## src/design/hisf_cfg.svh

```systemverilog
// offsets, field positions, reset values and timing of the host interrupt status block
`ifndef HISF_CFG_SVH
`define HISF_CFG_SVH

// register byte offsets on the apb
`define HISF_ADDR_W         12
`define HISF_OFS_HWMODE     12'h300
`define HISF_OFS_STATUS     12'h310
`define HISF_OFS_ENABLE     12'h314
`define HISF_OFS_PWRDN      12'h320
`define HISF_OFS_ASYNC_AND  12'h330
`define HISF_OFS_ASYNC_OR   12'h334
`define HISF_OFS_PER_AND    12'h338
`define HISF_OFS_PER_OR     12'h33c

// status and enable bit positions, hwmode global enable bit and pwrdn wake field
`define HISF_BIT_ASYNC      8
`define HISF_BIT_PERIODIC   7
`define HISF_BIT_CLKSTABLE  6
`define HISF_BIT_SUSPEND    5
`define HISF_BIT_DMA        3
`define HISF_BIT_LATE       2
`define HISF_BIT_SOF        1
`define HISF_FLAG_MASK      32'h0000_01ea
`define HISF_ENABLE_MASK    32'h0000_01ea
`define HISF_BIT_GLOBAL     0
`define HISF_WAKE_LSB       16
`define HISF_WAKE_MSB       31

// reset values
`define HISF_RST_STATUS     32'h0000_0000
`define HISF_RST_ENABLE     32'h0000_0000
`define HISF_RST_HWMODE     32'h0000_0000
`define HISF_RST_PWRDN      32'h000a_0000
`define HISF_RST_DESC_MASK  32'h0000_0000

// timing
`define HISF_CLK_PERIOD_NS  100
`define HISF_WAKE_UNIT_NS   1000
`define HISF_WAKE_UNIT_CYC  (`HISF_WAKE_UNIT_NS / `HISF_CLK_PERIOD_NS)
`define HISF_LATE_NS        1600
`define HISF_LATE_CYC       ((`HISF_LATE_NS + `HISF_CLK_PERIOD_NS - 1) / `HISF_CLK_PERIOD_NS)

`endif

```

## src/design/hisf_pkg.sv

```systemverilog
// types shared by the host interrupt status block
package hisf_pkg;

	typedef struct packed {
		logic        psel;
		logic        penable;
		logic        pwrite;
		logic [11:0] paddr;
		logic [31:0] pwdata;
	} hisf_apb_req_t;

	typedef struct packed {
		logic        pready;
		logic        pslverr;
		logic [31:0] prdata;
	} hisf_apb_rsp_t;

	typedef struct packed {
		logic dma_done;
		logic sof;
		logic suspend;
	} hisf_evt_t;

	typedef enum logic [3:0] {
		HISF_REG_NONE,
		HISF_REG_HWMODE,
		HISF_REG_STATUS,
		HISF_REG_ENABLE,
		HISF_REG_PWRDN,
		HISF_REG_ASYNC_AND,
		HISF_REG_ASYNC_OR,
		HISF_REG_PER_AND,
		HISF_REG_PER_OR
	} hisf_reg_t;

	typedef enum logic [0:0] {
		HISF_WK_IDLE,
		HISF_WK_RUN
	} hisf_wake_t;

endpackage

```

## src/design/hisf_top.sv

```systemverilog
// host interrupt status flags with apb register access
//
// The implementer's own choices: the APB register port and the register offsets.
`timescale 1ns/1ps
`include "hisf_cfg.svh"

module hisf_top #(
	parameter int DESC_N = 32
) (
	// clock and reset
	input  wire logic                     clock_i,
	input  wire logic                     sys_rst_i,
	// apb slave
	input  wire hisf_pkg::hisf_apb_req_t  apb_req_i,
	output      hisf_pkg::hisf_apb_rsp_t  apb_rsp_o,
	// transfer descriptor completions, one pulse bit each
	input  wire logic [DESC_N-1:0]        async_done_i,
	input  wire logic [DESC_N-1:0]        periodic_done_i,
	// other events, same clock
	input  wire hisf_pkg::hisf_evt_t      evt_i,
	// clock generator level, other domain
	input  wire logic                     clocks_running_i,
	// interrupt, wake and mode outputs
	output      logic                     irq_o,
	output      logic                     wake_o,
	output      logic                     global_irq_enable_o
);
	import hisf_pkg::*;

	// ************************************************************
	// address decode
	// ************************************************************
	function automatic hisf_reg_t reg_decode(input logic [11:0] addr);
		hisf_reg_t sel;
		unique case (addr)
			`HISF_OFS_HWMODE:    sel = HISF_REG_HWMODE;
			`HISF_OFS_STATUS:    sel = HISF_REG_STATUS;
			`HISF_OFS_ENABLE:    sel = HISF_REG_ENABLE;
			`HISF_OFS_PWRDN:     sel = HISF_REG_PWRDN;
			`HISF_OFS_ASYNC_AND: sel = HISF_REG_ASYNC_AND;
			`HISF_OFS_ASYNC_OR:  sel = HISF_REG_ASYNC_OR;
			`HISF_OFS_PER_AND:   sel = HISF_REG_PER_AND;
			`HISF_OFS_PER_OR:    sel = HISF_REG_PER_OR;
			default:             sel = HISF_REG_NONE;
		endcase
		return sel;
	endfunction

	localparam logic [31:0] DESC_PAD = 32'h0000_0000;

	hisf_apb_rsp_t          rsp_r;
	hisf_reg_t              wr_sel;
	hisf_reg_t              rd_sel;
	logic                   setup_phase;
	logic                   wr_take;
	logic [31:0]            status_r;
	logic [31:0]            status_nxt;
	logic [31:0]            enable_r;
	logic [31:0]            hwmode_r;
	logic [31:0]            pwrdn_r;
	logic [DESC_N-1:0]      and_mask_r [2];
	logic [DESC_N-1:0]      or_mask_r [2];
	logic [DESC_N-1:0]      and_acc_r [2];
	logic [1:0]             list_evt;
	logic [31:0]            set_vec;
	logic [31:0]            clr_vec;
	logic                   clk_meta_r;
	logic                   clk_sync_r;
	logic                   clk_prev_r;
	logic                   susp_prev_r;
	logic                   late_r;
	logic [7:0]             late_cnt_r;
	logic [7:0]             unit_cnt_r;
	logic                   unit_tick;
	hisf_wake_t             wake_state_r;
	logic [15:0]            wake_cnt_r;
	logic                   wake_start;
	logic                   irq_r;

	assign setup_phase = apb_req_i.psel && !apb_req_i.penable;
	assign wr_take     = apb_req_i.psel && apb_req_i.penable && rsp_r.pready
		&& apb_req_i.pwrite;
	assign wr_sel      = wr_take ? reg_decode(apb_req_i.paddr) : HISF_REG_NONE;
	assign rd_sel      = reg_decode(apb_req_i.paddr);

	// ************************************************************
	// apb response: ready and read data prepared in setup phase
	// ************************************************************
	always_ff @(posedge clock_i or posedge sys_rst_i)
	begin
		if (sys_rst_i)
		begin
			rsp_r <= '0;
		end
		else
		begin
			rsp_r.pready  <= setup_phase;
			rsp_r.pslverr <= setup_phase && (rd_sel == HISF_REG_NONE);
			rsp_r.prdata  <= 32'h0000_0000;
			if (setup_phase && !apb_req_i.pwrite)
			begin
				unique case (rd_sel)
					HISF_REG_HWMODE:    rsp_r.prdata <= hwmode_r;
					HISF_REG_STATUS:    rsp_r.prdata <= status_r;
					HISF_REG_ENABLE:    rsp_r.prdata <= enable_r;
					HISF_REG_PWRDN:     rsp_r.prdata <= pwrdn_r;
					HISF_REG_ASYNC_AND: rsp_r.prdata <= DESC_PAD | and_mask_r[0];
					HISF_REG_ASYNC_OR:  rsp_r.prdata <= DESC_PAD | or_mask_r[0];
					HISF_REG_PER_AND:   rsp_r.prdata <= DESC_PAD | and_mask_r[1];
					HISF_REG_PER_OR:    rsp_r.prdata <= DESC_PAD | or_mask_r[1];
					HISF_REG_NONE:      rsp_r.prdata <= 32'h0000_0000;
				endcase
			end
		end
	end

	assign apb_rsp_o = rsp_r;

	// ************************************************************
	// control registers
	// ************************************************************
	always_ff @(posedge clock_i or posedge sys_rst_i)
	begin
		if (sys_rst_i)
		begin
			enable_r <= `HISF_RST_ENABLE;
			hwmode_r <= `HISF_RST_HWMODE;
			pwrdn_r  <= `HISF_RST_PWRDN;
		end
		else
		begin
			if (wr_sel == HISF_REG_ENABLE)
				enable_r <= apb_req_i.pwdata & `HISF_ENABLE_MASK;
			if (wr_sel == HISF_REG_HWMODE)
				hwmode_r <= apb_req_i.pwdata & 32'h0000_0001;
			if (wr_sel == HISF_REG_PWRDN)
				pwrdn_r <= apb_req_i.pwdata;
		end
	end

	// ************************************************************
	// descriptor lists: 0 async, 1 periodic
	// ************************************************************
	for (genvar l = 0; l < 2; l++)
	begin : g_list
		logic [DESC_N-1:0] done;
		logic [DESC_N-1:0] acc_nxt;
		logic              and_hit;
		logic              or_hit;
		logic              plain_hit;
		hisf_reg_t         and_sel;
		hisf_reg_t         or_sel;

		assign done      = (l == 0) ? async_done_i : periodic_done_i;
		assign and_sel   = (l == 0) ? HISF_REG_ASYNC_AND : HISF_REG_PER_AND;
		assign or_sel    = (l == 0) ? HISF_REG_ASYNC_OR : HISF_REG_PER_OR;
		assign acc_nxt   = and_acc_r[l] | (done & and_mask_r[l]);
		// and group fires once every masked descriptor has completed
		assign and_hit   = (|and_mask_r[l]) && ((acc_nxt & and_mask_r[l]) == and_mask_r[l]);
		assign or_hit    = |(done & or_mask_r[l]);
		// with no group programmed any single completion counts
		assign plain_hit = !(|and_mask_r[l]) && !(|or_mask_r[l]) && (|done);
		assign list_evt[l] = and_hit || or_hit || plain_hit;

		always_ff @(posedge clock_i or posedge sys_rst_i)
		begin
			if (sys_rst_i)
			begin
				and_mask_r[l] <= DESC_N'(`HISF_RST_DESC_MASK);
				or_mask_r[l]  <= DESC_N'(`HISF_RST_DESC_MASK);
				and_acc_r[l]  <= '0;
			end
			else
			begin
				if (wr_sel == or_sel)
					or_mask_r[l] <= apb_req_i.pwdata[DESC_N-1:0];
				// new and mask restarts collection
				if (wr_sel == and_sel)
				begin
					and_mask_r[l] <= apb_req_i.pwdata[DESC_N-1:0];
					and_acc_r[l]  <= '0;
				end
				else if (and_hit)
					and_acc_r[l] <= '0;
				else
					and_acc_r[l] <= acc_nxt;
			end
		end
	end

	// ************************************************************
	// clocks-stable level crosses in from the clock generator
	// ************************************************************
	always_ff @(posedge clock_i or posedge sys_rst_i)
	begin
		if (sys_rst_i)
		begin
			clk_meta_r  <= 1'b0;
			clk_sync_r  <= 1'b0;
			clk_prev_r  <= 1'b0;
			susp_prev_r <= 1'b0;
		end
		else
		begin
			clk_meta_r  <= clocks_running_i;
			clk_sync_r  <= clk_meta_r;
			clk_prev_r  <= clk_sync_r;
			susp_prev_r <= evt_i.suspend;
		end
	end

	// ************************************************************
	// status flags
	// ************************************************************
	always_comb
	begin
		set_vec = 32'h0000_0000;
		set_vec[`HISF_BIT_ASYNC]     = list_evt[0];
		set_vec[`HISF_BIT_PERIODIC]  = list_evt[1];
		// generator reports all clocks running, so one edge covers all
		set_vec[`HISF_BIT_CLKSTABLE] = clk_sync_r && !clk_prev_r;
		set_vec[`HISF_BIT_SUSPEND]   = evt_i.suspend && !susp_prev_r;
		set_vec[`HISF_BIT_DMA]       = evt_i.dma_done;
		set_vec[`HISF_BIT_SOF]       = evt_i.sof;
	end

	// reserved positions ignore writes, so a careless write cannot disturb them
	assign clr_vec = (wr_sel == HISF_REG_STATUS) ? (apb_req_i.pwdata & `HISF_FLAG_MASK)
		: 32'h0000_0000;

	// set beats clear; global enable plays no part here
	assign status_nxt = ((status_r & ~clr_vec) | set_vec) & `HISF_FLAG_MASK;

	always_ff @(posedge clock_i or posedge sys_rst_i)
	begin
		if (sys_rst_i)
			status_r <= `HISF_RST_STATUS;
		else
			status_r <= status_nxt | (late_r ? `HISF_FLAG_MASK & 32'h0000_0000 : 32'h0000_0000)
				| ({31'h0000_0000, late_r} << `HISF_BIT_LATE);
	end

	// ************************************************************
	// late reserved bit: zero after reset, one after a short while
	// ************************************************************
	always_ff @(posedge clock_i or posedge sys_rst_i)
	begin
		if (sys_rst_i)
		begin
			late_cnt_r <= 8'h00;
			late_r     <= 1'b0;
		end
		else if (!late_r)
		begin
			late_cnt_r <= late_cnt_r + 8'h01;
			if (late_cnt_r == 8'(`HISF_LATE_CYC - 2))
				late_r <= 1'b1;
		end
	end

	// ************************************************************
	// interrupt
	// ************************************************************
	always_ff @(posedge clock_i or posedge sys_rst_i)
	begin
		if (sys_rst_i)
			irq_r <= 1'b0;
		else
			irq_r <= |(status_nxt & enable_r);
	end

	assign irq_o               = irq_r;
	assign global_irq_enable_o = hwmode_r[`HISF_BIT_GLOBAL];

	// ************************************************************
	// wake timer, counted in microsecond ticks
	// ************************************************************
	assign unit_tick  = (unit_cnt_r == 8'(`HISF_WAKE_UNIT_CYC - 1));
	// any completed access by the service routine while suspended, provided the pwrdn wake field is nonzero
	assign wake_start = evt_i.suspend && apb_req_i.psel && apb_req_i.penable && rsp_r.pready
		&& (pwrdn_r[`HISF_WAKE_MSB:`HISF_WAKE_LSB] != 16'h0000);

	always_ff @(posedge clock_i or posedge sys_rst_i)
	begin
		if (sys_rst_i)
			unit_cnt_r <= 8'h00;
		else if (unit_tick || wake_start)
			unit_cnt_r <= 8'h00;
		else
			unit_cnt_r <= unit_cnt_r + 8'h01;
	end

	always_ff @(posedge clock_i or posedge sys_rst_i)
	begin
		if (sys_rst_i)
		begin
			wake_state_r <= HISF_WK_IDLE;
			wake_cnt_r   <= 16'h0000;
		end
		else if (wake_start)
		begin
			// a further access restarts the full wake period
			wake_state_r <= HISF_WK_RUN;
			wake_cnt_r   <= pwrdn_r[`HISF_WAKE_MSB:`HISF_WAKE_LSB];
		end
		else
		begin
			unique case (wake_state_r)
				HISF_WK_IDLE:
					wake_cnt_r <= 16'h0000;
				HISF_WK_RUN:
					if (unit_tick)
					begin
						wake_cnt_r <= wake_cnt_r - 16'h0001;
						if (wake_cnt_r == 16'h0001)
							wake_state_r <= HISF_WK_IDLE;
					end
			endcase
		end
	end

	assign wake_o = (wake_state_r == HISF_WK_RUN);

	logic [7:0] chk_age_r;
	always_ff @(posedge clock_i or posedge sys_rst_i)
	begin
		if (sys_rst_i)
			chk_age_r <= 8'h00;
		else if (chk_age_r != 8'hff)
			chk_age_r <= chk_age_r + 8'h01;
	end
endmodule

```

## config.mk

```make
export PLATFORM = sky130hd
export DESIGN_NAME = hisf_top
export DESIGN_NICKNAME = d
export VERILOG_FILES = /design/src/design/hisf_pkg.sv /design/src/design/hisf_top.sv
export VERILOG_INCLUDE_DIRS = /design/src /design/src/design
export SDC_FILE = /design/constraint.sdc
export NUM_CORES = 1
export LEC_CHECK = 0
export ABC_CLOCK_PERIOD_IN_PS = 15300
export BUFFER_PORTS_ARGS = -buffer_cell sky130_fd_sc_hd__buf_2
export CAP_MARGIN = 20
export CORE_ASPECT_RATIO = 0.75
export CORE_MARGIN = 5
export CORE_UTILIZATION = 50
export CTS_CLUSTER_DIAMETER = 100
export DETAILED_ROUTE_END_ITERATION = 10
export GPL_ROUTABILITY_DRIVEN = 0
export PLACE_DENSITY = 0.7
export SLEW_MARGIN = 30
export SYNTH_ARGS = -nofsm -noshare
export SYNTH_HDL_FRONTEND = slang
export SYNTH_SLANG_ARGS = --single-unit
```

## constraint.sdc

```tcl
create_clock -name clock_i -period 15.3 [get_ports clock_i]
set_input_delay 3.06 -clock clock_i [delete_from_list [all_inputs] [get_ports clock_i]]
set_output_delay 3.06 -clock clock_i [all_outputs]
set_load 0.03 [all_outputs]
```

* Word level (Yosys, flattened, before mapping)
Cells that the tools add are included.
** Operators by class
- Add/subtract/negate cells :: 3
- Equality and inequality tests :: 30
- Mux-type cells :: 19
- Bitwise operators :: 14
- Reduce and logical (&&, ||, !) cells :: 42
** Operators with widths (number)
- $pmux 32 s9 :: 1
- $reduce_or 32->1 :: 9
- $and 32x32->32 :: 6
- $mux 32 :: 5
- $eq 12x10->1 const B :: 8
- $eq 32x32->1 :: 2
- $or 32x32->32 :: 2
- $eq 4x3->1 const B :: 8
- $mux 16 :: 2
- $pmux 16 s2 :: 1
- $pmux 4 s8 :: 1
- $and 9x9->9 :: 2
- $logic_and 1x1->1 :: 18
- $add 8x1->8 const B :: 2
- $eq 16x1->1 const B :: 1
- $eq 4x2->1 const B :: 4
- $eq 8x4->1 const B :: 2
- $reduce_bool 16->1 :: 1
- $sub 16x1->16 const B :: 1
- $mux 9 :: 1
- $not 9->9 :: 1
- $or 9x3->9 :: 1
- $or 9x9->9 :: 1
- $eq 4x1->1 const B :: 2
- 9 further kinds :: 26
** Storage, ports and cells
- Register bits after elaboration :: 313
- Input port bits :: 117
- Output and inout bits :: 37
- Logic and storage cells :: 131

* Depth between registers and ports, before layout
- Word-level depth :: 11
- Gate-level depth with buffers :: 10
- Depth with buffers taken out :: 8

* Worst setup path before layout
Ideal clock, no wire load.
- Path type :: input to register
- Start point :: input port apb_req_i[33] (netlist name)
- End point :: register or_mask_r[52] (netlist name)
- Library setup time :: 0.125 ns
- Data arrival time :: 4.923 ns
- Data required time :: 15.175 ns
- Path slack :: 10.252 ns
- Cell stages on the path :: 7
- Buffers on the path :: 2
- Cells stage by stage :: or4_4 -> nor2_4 -> nor4b_2 -> nor2b_1 -> buf_2 -> buf_4 -> mux2_2
** On the way
- Longest elaborated chain between the ends :: 4
- Elaborated cells on any way between the ends :: 11
- Those cells by class :: eq/ne (9); mux (2)
** RTL lines
- start, declared :: line hisf_top.sv:14 : input wire hisf_pkg::hisf_apb_req_t apb_req_i,
- $eq 12x10->1 :: line hisf_top.sv:35 : unique case (addr)
- $pmux 4 s8 (*) :: line hisf_top.sv:35
- $mux 4 (*) :: line hisf_top.sv:83 : assign wr_sel = wr_take ? reg_decode(apb_req_i.paddr) : HISF_REG_NONE;
- $eq 4x3->1 (*) :: line hisf_top.sv:175 : if (wr_sel == or_sel)
- end signal, assigned by index :: line hisf_top.sv:170 : or_mask_r[l] <= DESC_N'(`HISF_RST_DESC_MASK);
- end signal, assigned by index :: line hisf_top.sv:176 : or_mask_r[l] <= apb_req_i.pwdata[DESC_N-1:0];
- end, declared :: line hisf_top.sv:62 : logic [DESC_N-1:0] or_mask_r [2];
Mark *: on every way between the ends. The rest lies on a longest branch, timed or not.
A chain may end at the register's enable or synchronous reset.

* Final worst setup path
- Start point :: input port apb_req_i[33] (netlist name)
- End point :: register pwrdn_r[24]
** On the way
- Longest elaborated chain between the ends :: 4
- Elaborated cells on any way between the ends :: 11
- Those cells by class :: eq/ne (9); mux (2)
** RTL lines
- $eq 12x10->1 :: line hisf_top.sv:35
- $pmux 4 s8 (*) :: line hisf_top.sv:35
- $mux 4 (*) :: line hisf_top.sv:83
- $eq 4x3->1 (*) :: line hisf_top.sv:136 : if (wr_sel == HISF_REG_PWRDN)
- end signal, assigned :: line hisf_top.sv:128 : pwrdn_r <= `HISF_RST_PWRDN;
- end signal, assigned :: line hisf_top.sv:137 : pwrdn_r <= apb_req_i.pwdata;
- end, declared :: line hisf_top.sv:60 : logic [31:0] pwrdn_r;
Marked as above.

==> flow_metrics.env <==
export IMPL_insertion_delay_ns=0.56
export IMPL_r2r_end="irq_o"
export IMPL_pwr_share_comb_pct=4.7
export IMPL_clk_pin_slew_worst_paths_ns=0.07
export IMPL_seqPwrFrac_pct=48.8
export IMPL_cts_hold_buf=0
export IMPL_min_to="clk_sync_r"
export IMPL_critPathCaptureType="flop"
export IMPL_hold_path_class="reg2reg"
export IMPL_synthTopCellsByCount="309 x dfrtp_1, 175 x mux2_2, 159 x nor2_1"
export IMPL_finalMaxSlewViolations=0
export IMPL_crit_chain="buf_2 -> or4_4 -> nor2_4 -> and3_1 -> buf_4 -> nor2b_1 -> nand2_1 -> buf_4 -> mux2_2"
export IMPL_period_share_pct=35.9
export IMPL_cts_buffers=31
export IMPL_avgSynthCellArea_um2=11.4
export IMPL_clkPwrFrac_pct=46.5
export IMPL_portBuffers=153
export IMPL_synth_area_um2=14100
export IMPL_hold_path_cell_count=0
export IMPL_setup_viol=0
export IMPL_wire_per_inst_um=24.8
export IMPL_max_cap_violations=0
export IMPL_synthToLayoutAreaGrowth_pct=16.4
export IMPL_setup_worst_path_start_class="input pin"
export IMPL_cpPeakStageDelay_ns=0.56
export IMPL_yosysTopAreaCell="dfrtp_1"
export IMPL_num_rows=53
export IMPL_crit_path_top_delay_cell="or4_4"
export IMPL_drc_errors=0
export IMPL_vias=11500
export IMPL_cts_repair_resized=0
export IMPL_power_density_nw_per_um2=105
export IMPL_critical_path_top_delay_family="simple AND/OR/NAND/NOR gates"
export IMPL_synth_most_common_cell="dfrtp_1"
export IMPL_fin_worst_skew_ns=0.0103
export IMPL_cp_data_required_time_ns=15.74
export IMPL_grt_pass1_vias=11200
export IMPL_first_iter_violations=1729
export IMPL_grt_overflow=0
export IMPL_setup_tns_ns=0
export IMPL_die_area_um2=31700
export IMPL_cts_tree="done"
export IMPL_drive_gt1_share_pct=29.5
export IMPL_ys_flop_type="dfrtp_1"
export IMPL_finalPower_w=0.00172
export IMPL_die_w_um=204
export IMPL_critical_path_max_fanout=34
export IMPL_peakVddDrop_mv=0.0911
export IMPL_drt_total_wl_um=44500
export IMPL_grt_pass1_wl_um=68500
export IMPL_synth_area_top_cells="dfrtp_1 55%, mux2_2 14%, nor2_1 4.2%, a21oi_1 3.8%, nor4_1 2.7%"
export IMPL_path_class="in2reg"
export IMPL_arrival_ns=5.94
export IMPL_swShare_pct=23.0
export IMPL_io_pins=154
export IMPL_die_y_um=155
export IMPL_synth_net_count=1363
export IMPL_seq_area_frac_synth_pct=55.2
export IMPL_max_freq_mhz=182
export IMPL_fillers=2318
export IMPL_cts_max_level=1
export IMPL_postSynthCellCount=1240
export IMPL_critPathMostFrequentCell="buf_4"
export IMPL_hpwlAfterDp_um=32400
export IMPL_worstMarginPinSlew_ns=0.804
export IMPL_synth_edf_count=0
export IMPL_r2r_slack_ns=12.58
export IMPL_clkSinkCount=311
export IMPL_fin_nets=1512
export IMPL_intPower_w=0.00132
export IMPL_grt_max_degree=192
export IMPL_netSwitchingPower_w=0.000394
export IMPL_async_flop_share_pct=100
export IMPL_postCtsSetupBuffers=0
export IMPL_antennaDiodeCount=0
export IMPL_rsz0062_at_grt="false"
export IMPL_clk_path_buf_depth=3
export IMPL_min_period_ns=5.50
export IMPL_r2r_cells=6
export IMPL_cts_root_buf="clkbuf_16"
export IMPL_worstPathBufferInverterCount=3
export IMPL_relSlewSlack_pct=46.2
export IMPL_worstReg2RegStart="apb_rsp_o[33]"
export IMPL_synth_seq_cells=311
export IMPL_ant_nets=0
export IMPL_synth_top_cell_area_share_pct=54.9
export IMPL_track_usage_pct=27.9
export IMPL_first_pass_iters=9
export IMPL_finalHoldViolCount=0
export IMPL_vias_per_cell=6.39
export IMPL_coreArea_um2=27900
export IMPL_initial_core_util_pct=50.5
export IMPL_p_leak_nw=8.03
export IMPL_synth_distinct_cells=53
export IMPL_ys_warn_count=0
export IMPL_outcome="completed"
export IMPL_antenna_found_initial=1
export IMPL_min_from="clk_meta_r"
## routing by layer
metal | wire [um] | track usage, %
met5 | 10 | 0.776
met4 | 951 | 6.42
met3 | 6140 | 8.90
met2 | 17900 | 37.5
met1 | 19500 | 43.7
## worst max path at each step
| stage | start | depth (start not counted) | to | slack, ns |
|---|---|---|---|---|
| 2_1_floorplan | sys_rst_i | 1 | and_acc_r[0] | 3.64 |
| 5_1_grt | apb_req_i[33] | 9 | pwrdn_r[16] | 9.68 |
| 6_report | apb_req_i[33] | 9 | pwrdn_r[24] | 9.80 |
| 3_5_place_dp | apb_req_i[33] | 9 | pwrdn_r[21] | 9.26 |
| 3_3_place_gp | apb_req_i[33] | 10 | and_acc_r[44] | 9.15 |
| 4_1_cts | apb_req_i[33] | 9 | pwrdn_r[24] | 9.83 |
## cell type report
cell class                      count  area (um2)  area share [%]
Sequential cell                   311        7780            47.5
Multi-Input combinational cell    866        6070            37.0
Timing Repair Buffer              169         938            5.72
Clock buffer                       43         921            5.61
Tap cell                          385         482            2.94
Clock inverter                     14         160           0.977
Inverter                           10        45.0           0.275
## power by group through the flow
| stage | Sequential, W | Combinational [W] | Clock [W] |
|---|---|---|---|
| floorplan | 0.000852 | 0.0000308 | 0 |
| global placement | 0.000853 | 0.0000766 | 0 |
| detailed placement | 0.000854 | 0.0000776 | 0 |
| CTS | 0.000838 | 0.0000779 | 0.000806 |
| global route | 0.000839 | 0.0000885 | 0.000841 |
| finish | 0.000839 | 0.0000805 | 0.000799 |
## flip-flops by register name (all words and copies together), names as in the netlist, 6 cells and up
| signal | flops |
|---|---|
| late_cnt_r | 8 |
| apb_rsp_o | 34 |
| wake_cnt_r | 16 |
| enable_r | 6 |
| pwrdn_r | 32 |
| status_r | 7 |
| and_mask_r | 64 |
| and_acc_r | 64 |
| or_mask_r | 64 |
| unit_cnt_r | 8 |
## logic make-up (layout without fill, tap and decap cells)
kind of cell    count (synthesis)  in the layout  synth area share (%)
buf+inv                        63            236                  1.94
xor+xnor                       22             22                  1.37
simple gates                  389            389                  13.3
mux                           198            198                  15.8
compound gates                251            251                  11.8
fa+ha+maj                       6              6                 0.533
flops                         311            311                  55.2
## through the flow
step	cell area [um2]	instances	hold WS [ns]	setup slack [ns]	utilization, %
final	16400	1798	0.353	9.80	58.7
after global routing	16400	1798	0.367	9.68	58.7
after CTS	16300	1796	0.355	9.83	58.5
after detailed placement	15300	1739	0.342	9.26	54.7
after global placement	15300	1739	0.333	9.15	54.7
after floorplan	14100	1240	0.331	3.64	-
## placed cells by master, fill, tap and decap left out, types with 29 or more instances in the layout
cell and instances:
dfrtp_1 309, mux2_2 175, nor2_1 157, buf_2 153, a21oi_1 107, nand2_1 85, nor4_1 61, a22oi_1 50
clkbuf_16 31, nand4_1 30, a222oi_1 29
Power figures use the tool's default switching activity.
